--- src/design/tmw_pkg.sv ---
// shared constants for the compare/capture timer block
`default_nettype none
package tmw_pkg;
    // bus widths, counter width and channel count
    localparam int ADDR_W = 8;
    localparam int DATA_W = 32;
    localparam int CNT_W = 16;
    localparam int NUM_CH = 4;
    // register byte offsets
    localparam logic [7:0] OFF_MODE = 8'h00;
    localparam logic [7:0] OFF_CTRL = 8'h04;
    localparam logic [7:0] OFF_COUNT = 8'h08;
    localparam logic [7:0] OFF_GR_FIRST = 8'h0C;
    localparam logic [7:0] OFF_GR_SECOND = 8'h10;
    localparam logic [7:0] OFF_GR_THIRD = 8'h14;
    localparam logic [7:0] OFF_GR_FOURTH = 8'h18;
    localparam logic [7:0] OFF_PIN_DIR = 8'h1C;
    // mode register fields
    localparam int MODE_RUN = 7;
    localparam int MODE_RSVD_HI = 6;
    localparam int MODE_BUF_B = 5;
    localparam int MODE_BUF_A = 4;
    localparam int MODE_RSVD_LO = 3;
    localparam int MODE_PWM_D = 2;
    localparam int MODE_PWM_C = 1;
    localparam int MODE_PWM_B = 0;
    localparam logic [7:0] MODE_RSVD_MASK = 8'h48;
    localparam logic [7:0] MODE_RESET = 8'h00;
    // control register fields
    localparam int CTRL_CLR = 7;
    localparam int CTRL_CKS_HI = 6;
    localparam int CTRL_CKS_LO = 4;
    localparam int CTRL_LVL_HI = 3;
    localparam int CTRL_LVL_LO = 0;
    localparam logic [7:0] CTRL_RESET = 8'h00;
    // clock select codes
    localparam logic [2:0] CKS_DIV1 = 3'h0;
    localparam logic [2:0] CKS_DIV2 = 3'h1;
    localparam logic [2:0] CKS_DIV4 = 3'h2;
    localparam logic [2:0] CKS_DIV8 = 3'h3;
    // other reset values
    localparam logic [15:0] COUNT_RESET = 16'h0000;
    localparam logic [15:0] GR_RESET = 16'hFFFF;
    localparam logic [3:0] PIN_DIR_RESET = 4'h0;
    // channel indices
    localparam int CH_A = 0;
    localparam int CH_B = 1;
    localparam int CH_C = 2;
    localparam int CH_D = 3;
endpackage : tmw_pkg
`default_nettype wire

--- src/design/tmw_top.sv ---
// compare/capture timer: mode, control, counter and general registers
// Notes on behaviour
// RL1 - counter holds while run bit is 0, advances on count clock when 1
// RL2 - buffer select B makes fourth register the buffer of the second
// RL3 - buffer select A makes third register the buffer of the first
// RL4 - pulse width mode D turns pin D into a PWM output
// RL5 - pulse width mode C turns pin C into a PWM output
// RL6 - pulse width mode B turns pin B into a PWM output
// RL7 - clear bit set resets counter on match A, else free running
// RL8 - clock select 000..011 picks system clock divided by 1, 2, 4, 8
// RL9 - clock select top bit 1 counts rising edges of the external event
// RL10 - undivided clock selected in sub-clock state counts sub-clock ticks
// RL11 - level bit D drives pin D until first match D
// RL12 - level bit C drives pin C until first match C
// RL13 - level bit B drives pin B until first match B
// RL14 - level bit A drives pin A until first match A
// RL15 - writing a level bit changes the pin at once
// RL16 - mode register bits 6 and 3 always read as 1
// RL17 - pin A is compare output or capture input, never PWM
// RL18 - pins B, C, D are compare, capture, or PWM outputs
// RL19 - external event is synchronised and edge detected on pclk
// RL20 - mode and control bits reset to zero
`default_nettype none
module tmw_top (
    // clock and reset
    input wire logic pclk,
    input wire logic presetn,
    // apb slave
    input wire logic [tmw_pkg::ADDR_W-1:0] paddr,
    input wire logic psel,
    input wire logic penable,
    input wire logic pwrite,
    input wire logic [tmw_pkg::DATA_W-1:0] pwdata,
    output logic [tmw_pkg::DATA_W-1:0] prdata,
    output logic pready,
    output logic pslverr,
    // count sources
    input wire logic external_event_input,
    input wire logic sub_clock_active,
    input wire logic sub_clock_tick,
    // channel pins
    input wire logic channel_pin_a_in,
    output logic channel_pin_a_out,
    output logic channel_pin_a_oe,
    input wire logic channel_pin_b_in,
    output logic channel_pin_b_out,
    output logic channel_pin_b_oe,
    input wire logic channel_pin_c_in,
    output logic channel_pin_c_out,
    output logic channel_pin_c_oe,
    input wire logic channel_pin_d_in,
    output logic channel_pin_d_out,
    output logic channel_pin_d_oe
);
    import tmw_pkg::*;

    logic [7:0] timer_mode_select;
    logic [7:0] timer_control_select;
    logic [CNT_W-1:0] count_value;
    logic [CNT_W-1:0] gr [NUM_CH];
    logic [NUM_CH-1:0] pin_dir;
    logic [NUM_CH-1:0] pin_level;
    logic [NUM_CH-1:0] pin_prev;
    logic [NUM_CH-1:0] pin_in;
    logic [NUM_CH-1:0] match;
    logic [NUM_CH-1:0] capture;
    logic [NUM_CH-1:0] gr_wr;
    logic [2:0] prescale;
    logic event_meta;
    logic event_sync;
    logic event_prev;
    logic event_rise;
    logic count_tick;
    logic count_step;
    logic access;
    logic bus_write;
    logic [DATA_W-1:0] next_prdata;
    logic next_pslverr;

    // field views
    logic run;
    logic buffer_select_a;
    logic buffer_select_b;
    logic [NUM_CH-1:0] pwm_mode;
    logic clear_on_match_a;
    logic [2:0] clock_select;

    assign run = timer_mode_select[MODE_RUN];
    assign buffer_select_a = timer_mode_select[MODE_BUF_A];
    assign buffer_select_b = timer_mode_select[MODE_BUF_B];
    // pin A has no PWM role [RL17]
    assign pwm_mode = {timer_mode_select[MODE_PWM_D],
                       timer_mode_select[MODE_PWM_C],
                       timer_mode_select[MODE_PWM_B], 1'b0};
    assign clear_on_match_a = timer_control_select[CTRL_CLR];
    assign clock_select = timer_control_select[CTRL_CKS_HI:CTRL_CKS_LO];
    assign pin_in = {channel_pin_d_in, channel_pin_c_in,
                     channel_pin_b_in, channel_pin_a_in};

    // register address check, shared by read and write paths
    function automatic logic addr_is(input logic [ADDR_W-1:0] a,
                                     input logic [7:0] off);
        addr_is = (a == off);
    endfunction : addr_is

    function automatic logic addr_mapped(input logic [ADDR_W-1:0] a);
        addr_mapped = addr_is(a, OFF_MODE) || addr_is(a, OFF_CTRL) ||
                      addr_is(a, OFF_COUNT) || addr_is(a, OFF_GR_FIRST) ||
                      addr_is(a, OFF_GR_SECOND) ||
                      addr_is(a, OFF_GR_THIRD) ||
                      addr_is(a, OFF_GR_FOURTH) ||
                      addr_is(a, OFF_PIN_DIR);
    endfunction : addr_mapped

    // apb: one wait state, write lands on the edge with pready high
    assign access = psel && penable;
    assign bus_write = access && pready && pwrite;

    always_ff @(posedge pclk or negedge presetn) begin
        if (!presetn) begin
            pready <= 1'b0;
        end else begin
            pready <= access && !pready;
        end
    end

    always_comb begin
        next_prdata = '0;
        next_pslverr = !addr_mapped(paddr);
        if (addr_is(paddr, OFF_MODE)) begin
            next_prdata[7:0] = timer_mode_select | MODE_RSVD_MASK; // [RL16]
        end else if (addr_is(paddr, OFF_CTRL)) begin
            next_prdata[7:0] = timer_control_select;
        end else if (addr_is(paddr, OFF_COUNT)) begin
            next_prdata[CNT_W-1:0] = count_value;
        end else if (addr_is(paddr, OFF_GR_FIRST)) begin
            next_prdata[CNT_W-1:0] = gr[CH_A];
        end else if (addr_is(paddr, OFF_GR_SECOND)) begin
            next_prdata[CNT_W-1:0] = gr[CH_B];
        end else if (addr_is(paddr, OFF_GR_THIRD)) begin
            next_prdata[CNT_W-1:0] = gr[CH_C];
        end else if (addr_is(paddr, OFF_GR_FOURTH)) begin
            next_prdata[CNT_W-1:0] = gr[CH_D];
        end else if (addr_is(paddr, OFF_PIN_DIR)) begin
            next_prdata[NUM_CH-1:0] = pin_dir;
        end
    end

    // read data changes only as the answer is given; error is set then and cleared on the next cycle
    always_ff @(posedge pclk or negedge presetn) begin
        if (!presetn) begin
            prdata <= '0;
            pslverr <= 1'b0;
        end else if (access && !pready) begin
            prdata <= pwrite ? '0 : next_prdata;
            pslverr <= next_pslverr;
        end else begin
            pslverr <= 1'b0;
        end
    end

    // configuration registers
    always_ff @(posedge pclk or negedge presetn) begin
        if (!presetn) begin
            timer_mode_select <= MODE_RESET; // [RL20]
            timer_control_select <= CTRL_RESET; // [RL20]
            pin_dir <= PIN_DIR_RESET;
        end else if (bus_write) begin
            if (addr_is(paddr, OFF_MODE)) begin
                timer_mode_select <= pwdata[7:0] & ~MODE_RSVD_MASK;
            end
            if (addr_is(paddr, OFF_CTRL)) begin
                timer_control_select <= pwdata[7:0];
            end
            if (addr_is(paddr, OFF_PIN_DIR)) begin
                pin_dir <= pwdata[NUM_CH-1:0];
            end
        end
    end

    // external event: two flops, then edge detect on the settled copy
    always_ff @(posedge pclk or negedge presetn) begin
        if (!presetn) begin
            event_meta <= 1'b0;
            event_sync <= 1'b0;
            event_prev <= 1'b0;
        end else begin
            event_meta <= external_event_input; // [RL19]
            event_sync <= event_meta;
            event_prev <= event_sync;
        end
    end
    assign event_rise = event_sync && !event_prev; // [RL19]

    // free running prescaler keeps divided ticks phase stable
    always_ff @(posedge pclk or negedge presetn) begin
        if (!presetn) begin
            prescale <= 3'h0;
        end else begin
            prescale <= prescale + 3'h1;
        end
    end

    always_comb begin
        case (clock_select)
            CKS_DIV1: begin
                // low-speed state counts the sub-clock instead [RL10]
                count_tick = sub_clock_active ? sub_clock_tick : 1'b1;
            end
            CKS_DIV2: count_tick = prescale[0]; // [RL8]
            CKS_DIV4: count_tick = &prescale[1:0]; // [RL8]
            CKS_DIV8: count_tick = &prescale[2:0]; // [RL8]
            default: count_tick = event_rise; // [RL9]
        endcase
    end
    assign count_step = run && count_tick; // [RL1]

    // compares and captures; buffer registers take no part of their own
    generate
        for (genvar i = 0; i < NUM_CH; i++) begin : g_ch
            logic buffered;
            if (i == CH_C) begin : g_c
                assign buffered = buffer_select_a; // [RL3]
            end else if (i == CH_D) begin : g_d
                assign buffered = buffer_select_b; // [RL2]
            end else begin : g_ab
                assign buffered = 1'b0;
            end
            assign match[i] = count_step && !pin_dir[i] && !buffered &&
                              (count_value == gr[i]);
            assign capture[i] = pin_dir[i] && !buffered &&
                                pin_in[i] && !pin_prev[i];
        end
    endgenerate

    always_ff @(posedge pclk or negedge presetn) begin
        if (!presetn) begin
            pin_prev <= '0;
        end else begin
            pin_prev <= pin_in;
        end
    end

    // counter: software write wins over counting
    always_ff @(posedge pclk or negedge presetn) begin
        if (!presetn) begin
            count_value <= COUNT_RESET;
        end else if (bus_write && addr_is(paddr, OFF_COUNT)) begin
            count_value <= pwdata[CNT_W-1:0];
        end else if (count_step) begin // [RL1]
            if (clear_on_match_a && match[CH_A]) begin
                count_value <= COUNT_RESET; // [RL7]
            end else begin
                count_value <= count_value + 16'h0001; // [RL7]
            end
        end
    end

    assign gr_wr[CH_A] = bus_write && addr_is(paddr, OFF_GR_FIRST);
    assign gr_wr[CH_B] = bus_write && addr_is(paddr, OFF_GR_SECOND);
    assign gr_wr[CH_C] = bus_write && addr_is(paddr, OFF_GR_THIRD);
    assign gr_wr[CH_D] = bus_write && addr_is(paddr, OFF_GR_FOURTH);

    // general registers; buffer moves on match or capture of its partner
    generate
        for (genvar p = 0; p < 2; p++) begin : g_pair
            logic pair_buf;
            assign pair_buf = (p == 0) ? buffer_select_a : buffer_select_b;
            always_ff @(posedge pclk or negedge presetn) begin
                if (!presetn) begin
                    gr[p] <= GR_RESET;
                    gr[p+2] <= GR_RESET;
                end else begin
                    if (gr_wr[p]) begin
                        gr[p] <= pwdata[CNT_W-1:0];
                    end else if (capture[p]) begin
                        gr[p] <= count_value;
                    end else if (pair_buf && match[p]) begin
                        gr[p] <= gr[p+2]; // [RL2] [RL3]
                    end
                    if (gr_wr[p+2]) begin
                        gr[p+2] <= pwdata[CNT_W-1:0];
                    end else if (pair_buf && capture[p]) begin
                        gr[p+2] <= gr[p]; // [RL2] [RL3]
                    end else if (capture[p+2]) begin
                        gr[p+2] <= count_value;
                    end
                end
            end
        end
    endgenerate

    // pin levels; a control write sets them at once, ahead of a match
    generate
        for (genvar i = 0; i < NUM_CH; i++) begin : g_pin
            always_ff @(posedge pclk or negedge presetn) begin
                if (!presetn) begin
                    pin_level[i] <= 1'b0;
                end else if (bus_write && addr_is(paddr, OFF_CTRL)) begin
                    // [RL11] [RL12] [RL13] [RL14] [RL15]
                    pin_level[i] <= pwdata[CTRL_LVL_LO+i];
                end else if (pwm_mode[i]) begin
                    // period ends on match A, duty ends on own match
                    if (match[i]) begin
                        pin_level[i] <= 1'b0; // [RL4] [RL5] [RL6]
                    end else if (match[CH_A]) begin
                        pin_level[i] <= 1'b1; // [RL18]
                    end
                end else if (match[i]) begin
                    pin_level[i] <= !pin_level[i]; // [RL17] [RL18]
                end
            end
        end
    endgenerate

    // pin drivers from flops; a capture input releases its pin unless PWM mode is set on it
    always_ff @(posedge pclk or negedge presetn) begin
        if (!presetn) begin
            channel_pin_a_out <= 1'b0;
            channel_pin_b_out <= 1'b0;
            channel_pin_c_out <= 1'b0;
            channel_pin_d_out <= 1'b0;
            channel_pin_a_oe <= 1'b0;
            channel_pin_b_oe <= 1'b0;
            channel_pin_c_oe <= 1'b0;
            channel_pin_d_oe <= 1'b0;
        end else begin
            channel_pin_a_out <= pin_level[CH_A];
            channel_pin_b_out <= pin_level[CH_B];
            channel_pin_c_out <= pin_level[CH_C];
            channel_pin_d_out <= pin_level[CH_D];
            channel_pin_a_oe <= !pin_dir[CH_A]; // [RL17]
            channel_pin_b_oe <= !pin_dir[CH_B] || pwm_mode[CH_B]; // [RL18]
            channel_pin_c_oe <= !pin_dir[CH_C] || pwm_mode[CH_C];
            channel_pin_d_oe <= !pin_dir[CH_D] || pwm_mode[CH_D];
        end
    end
endmodule : tmw_top
`default_nettype wire

--- config.mk ---
export PLATFORM = sky130hd
export DESIGN_NAME = tmw_top
export DESIGN_NICKNAME = d
export VERILOG_FILES = /design/src/design/tmw_pkg.sv /design/src/design/tmw_top.sv
export SDC_FILE = /design/constraint.sdc
export NUM_CORES = 1
export LEC_CHECK = 0
export BUFFER_PORTS_ARGS = -buffer_cell sky130_fd_sc_hd__buf_2
export CAP_MARGIN = 0
export CELL_PAD_IN_SITES_DETAIL_PLACEMENT = 1
export CELL_PAD_IN_SITES_GLOBAL_PLACEMENT = 1
export CORE_ASPECT_RATIO = 0.6
export CORE_MARGIN = 2
export CORE_UTILIZATION = 47
export CTS_BUF_LIST = sky130_fd_sc_hd__clkbuf_8
export CTS_CLUSTER_DIAMETER = 60
export DETAILED_ROUTE_END_ITERATION = 6
export PLACE_DENSITY_LB_ADDON = 0.1
export SETUP_SLACK_MARGIN = 0.5
export SLEW_MARGIN = 20
export SYNTH_ARGS = -nofsm -noshare
export SYNTH_HDL_FRONTEND = slang
export SYNTH_SLANG_ARGS = --single-unit
--- constraint.sdc ---
create_clock -name pclk -period 3.25 [get_ports pclk]
set_input_delay 0.65 -clock pclk [delete_from_list [all_inputs] [get_ports pclk]]
set_output_delay 0.65 -clock pclk [all_outputs]
set_load 0.02 [all_outputs]
==> PnR_summary.wiki <==
{| class="wikitable"
! Metric !! Value
|-
| Number of core rows || 38
|-
| Kind of path behind the tightest hold check || primary input to async pin
|-
| Synthesis-to-layout area growth || 12.6%
|-
| Most used cells in the layout excluding fill and tap cells || 109 x sky130_fd_sc_hd__nand2_1, 99 x sky130_fd_sc_hd__o21ai_0, 85 x sky130_fd_sc_hd__nor2_1
|-
| Worst-Skew Late Latency || around 500 ps
|-
| Max_slew headroom || around half
|-
| Source of the critical timing path || prescale[0]
|-
| Upper clock frequency limit || approximately 370 MHz
|-
| Core region area || 0.0180 mm^2
|-
| Maximum fanout along the worst path || 13
|-
| Port Buffers || 61
|-
| Clock input transition at the sequential cells of the worst setup and hold paths || around 90 ps
|-
| Number of buffers added by the clock tree synthesis step || 17
|-
| Die area || roughly 0.019 mm^2
|-
| Period Utilization, post-route || between 80% and 90%
|-
| Overall power || approximately 3.6 mW
|-
| H-tree levels || 4
|-
| Setup repair after global routing missed its margin || false
|-
| Pwr Density || ~380 mW/mm^2
|-
| Final-stage net count || 1,056
|-
| Synth Cell Area || approximately 0.0086 mm^2
|-
| # IOs || 94
|-
| Average footprint of a synthesized cell || about 9.0 um^2
|-
| Synth warnings || 0
|-
| Worst IR Drop VDD || 0.256 mV
|-
| DRC violations left || 0
|-
| Number of standard cells in the final layout excluding fillers || roughly 1.3k
|-
| Number of diodes || 0
|-
| Launch point of the worst reg-to-reg path || prescale[0]
|-
| EDFF count, synth || 0
|-
| 1st-iter DRT viols || roughly 810
|-
| Data required time of the worst path || 3670 ps
|-
| Placed Cells incl. Taps || 1,220
|-
| Post-synthesis instance total || approximately 960
|-
| Arrival @ worst endpoint || around 3100 ps
|-
| Detailed-route via count || 8,114
|-
| MaxCap Viol Count || 0
|-
| TNS Setup || 0 ps
|-
| TritonCTS sink count || roughly 140
|-
| FF-to-FF path depth || 8
|-
| Count of nets left with antenna violations after detail routing || 0
|-
| Slew at the pin closest to its max-slew limit || 762 ps
|-
| Share of layout cells above drive strength 1 || 25.1%
|-
| Average detailed-routed wire length per instance || between 20 and 30 um
|-
| Worst Path Class, Setup || flop to flop
|-
| Commonest register cell after synthesis || sky130_fd_sc_hd__dfrtp_1
|-
| Remaining global-route overflow || 0
|-
| Count of hold buffers inserted by post-cts repair || 0
|-
| Most common cell after layout, fill and taps aside || sky130_fd_sc_hd__nand2_1
|-
| Final Hold Slack || 156 ps
|-
| Final critical path time including I/O delays and setup || around 2700 ps
|-
| Leakage power || ~4.3 nW
|-
| Clock Root Buffer || sky130_fd_sc_hd__clkbuf_8
|-
| Fin. max-slew vios || 0
|-
| Final WL || roughly 33,000 um
|-
| Final setup fails || 0
|-
| Status || complete, no violations
|-
| Setup ws final || 559 ps
|-
| Async SR Flop Fraction || 100%
|-
| Starting density of the core || 47.8%
|-
| Worst Skew || between 15 and 20 ps
|-
| Vert. Die Dim || roughly 110 um
|-
| Final count of hold timing violations || 0
|-
| Antenna violations before repair || 1
|-
| Hpwl dp || around 24,000 um
|-
| Detailed-routing iteration count for the pre-antenna-repair pass || 6
|-
| Combined global-route utilization of all metal layers || a little over a third
|-
| Sort of element at the start of the critical path || flop
|-
| Final design utilization || between 50% and 60%
|-
| Via density || roughly 6.5
|-
| Placement-stage cell area || around 0.0092 mm^2
|-
| Bufs on Longest Clock Path || 2
|-
| Fraction of the yosys area taken by sequential cells || 41.1%
|-
| Worst Setup End Kind || flop
|-
| Number of different library cells in the post-synthesis netlist || 56
|-
| Die X || approximately 180 um
|-
| Design Area, Final || between 0.009 and 0.01 mm^2
|-
| Pin count of the biggest net entering global routing || slightly above 70
|-
| Number of register bits inferred by synthesis || around 140
|-
| Global-route wire length before repair || ~50,000 um
|-
| R2R setup slack || approximately 560 ps
|-
| TritonCTS clock tree || built
|-
| Number of global-route vias before repair || 8,221
|-
| Reg2Reg Capture Point || gr[41]
|-
| Worst setup slack after placement || between 200 and 250 ps
|-
| Routability congestion estimate || between 0.9 and 1
|}
==> timing repair <==
item / in CTS / in global routing
setup buffers: 0 / 2
gates resized for setup: 4 / 4
pin swaps: 0 / 1
endpoints found under the setup margin: 32 / 31
==> kinds of logic (layout without fill, tap and decap cells) <==
logic type               Yosys count  after routing  share of synthesized area, %
AND/OR/NAND/NOR                  294            294                          15.6
AO/OA/AOI/OAI                    252            252                          19.0
flip-flops                       138            138                          41.1
buffers and inverters            112            154                          5.81
multiplexers                      95             95                          11.7
XOR/XNOR                          62             62                          6.32
adder cells (fa/ha/maj)            3              3                         0.437
other                              1             16                        0.0437
==> report_power, final <==
| group | leakage, nW | internal, mW | switching, mW |
|---|---|---|---|
| sequential | 1.59 | 1.75 | 0.0336 |
| clock | 0.213 | 0.835 | 0.766 |
| combinational | 2.51 | 0.0721 | 0.173 |
==> metal layers <==
layer / GRT usage [%] / vias up / part of all wire, % / wire [um]
met5: 0 / - / 0.066 / 22
li1: - / 3477 / - / -
met2: 51.2 / 429 / 42 / 13900
met3: 9.94 / 56 / 10 / 3340
met1: 53.1 / 4150 / 46 / 15400
met4: 11.4 / 2 / 2.0 / 681
==> final cells by class <==
class                   count  area [um^2]
fillers                  2082         8300
multi-input cells         722         4660
flip-flops and latches    138         3530
repair buffers            108          693
well taps                 240          300
clock buffers              17          234
clock inverters            15          200
inverters                  14         52.6
==> sequential cells by signal, summed over array words and instances, names as in the netlist, 3 cells and up <==
name	cells
prdata	16
gr	64
count_value	16
timer_control_select	8
prescale	3
pin_prev	4
pin_dir	4
timer_mode_select	6
pin_level	4
==> critical path, stage by stage, from the launching register on <==
cell	delay (ps)
sky130_fd_sc_hd__dfrtp_1	390
sky130_fd_sc_hd__ha_1	190
sky130_fd_sc_hd__ha_1	150
sky130_fd_sc_hd__mux2i_1	70
sky130_fd_sc_hd__a221oi_1	460
sky130_fd_sc_hd__nand2_1	230
sky130_fd_sc_hd__nor4_4	400
sky130_fd_sc_hd__or2_4	350
sky130_fd_sc_hd__mux2_2	370
==> how the worst max path moves through the flow <==
stage / cells past startpoint / endpoint / slack [ps]
after CTS: 7 / gr[61] / 520
after floorplan: 8 / gr[50] / 750
after detailed placement: 6 / gr[41] / 240
after global routing: 8 / gr[41] / 460
after global placement: 6 / gr[40] / 240
final: 8 / gr[41] / 560
==> synthesized netlist by cell type (4+ instances only) <==
cell                        instances  share of area, %
sky130_fd_sc_hd__a22oi_1           14               1.2
sky130_fd_sc_hd__nand4_1           14               1.0
sky130_fd_sc_hd__o21ai_0           99               5.8
sky130_fd_sc_hd__nand2b_1           6              0.44
sky130_fd_sc_hd__mux2_1            10               1.3
sky130_fd_sc_hd__buf_1              7              0.31
sky130_fd_sc_hd__and3_1             9              0.66
sky130_fd_sc_hd__xnor2_1           46               4.7
sky130_fd_sc_hd__a22o_1            12               1.2
sky130_fd_sc_hd__xor2_1            16               1.6
sky130_fd_sc_hd__inv_1             14              0.61
sky130_fd_sc_hd__mux2_2            31               4.1
sky130_fd_sc_hd__nor4_1             9              0.66
sky130_fd_sc_hd__nor2_1            85               3.7
sky130_fd_sc_hd__a31oi_1           20               1.5
sky130_fd_sc_hd__nor2b_1            8              0.58
sky130_fd_sc_hd__nand2_1          109               4.8
sky130_fd_sc_hd__a2111oi_0          4              0.41
sky130_fd_sc_hd__a221oi_1           6              0.61
sky130_fd_sc_hd__nor3_1            12              0.70
sky130_fd_sc_hd__a21oi_1           47               2.7
sky130_fd_sc_hd__clkbuf_1          67               2.9
sky130_fd_sc_hd__o221a_2           12               1.6
sky130_fd_sc_hd__buf_4             17               1.5
sky130_fd_sc_hd__dfrtp_1           74                22
sky130_fd_sc_hd__mux2i_1           54               6.3
sky130_fd_sc_hd__a41oi_1            4              0.41
sky130_fd_sc_hd__dfstp_2           64                20
sky130_fd_sc_hd__and2_1             4              0.29
sky130_fd_sc_hd__o22ai_1            4              0.29
sky130_fd_sc_hd__nand3_1           21               1.2
sky130_fd_sc_hd__a221o_1           10               1.2
(Power assumes the default switching activity.)
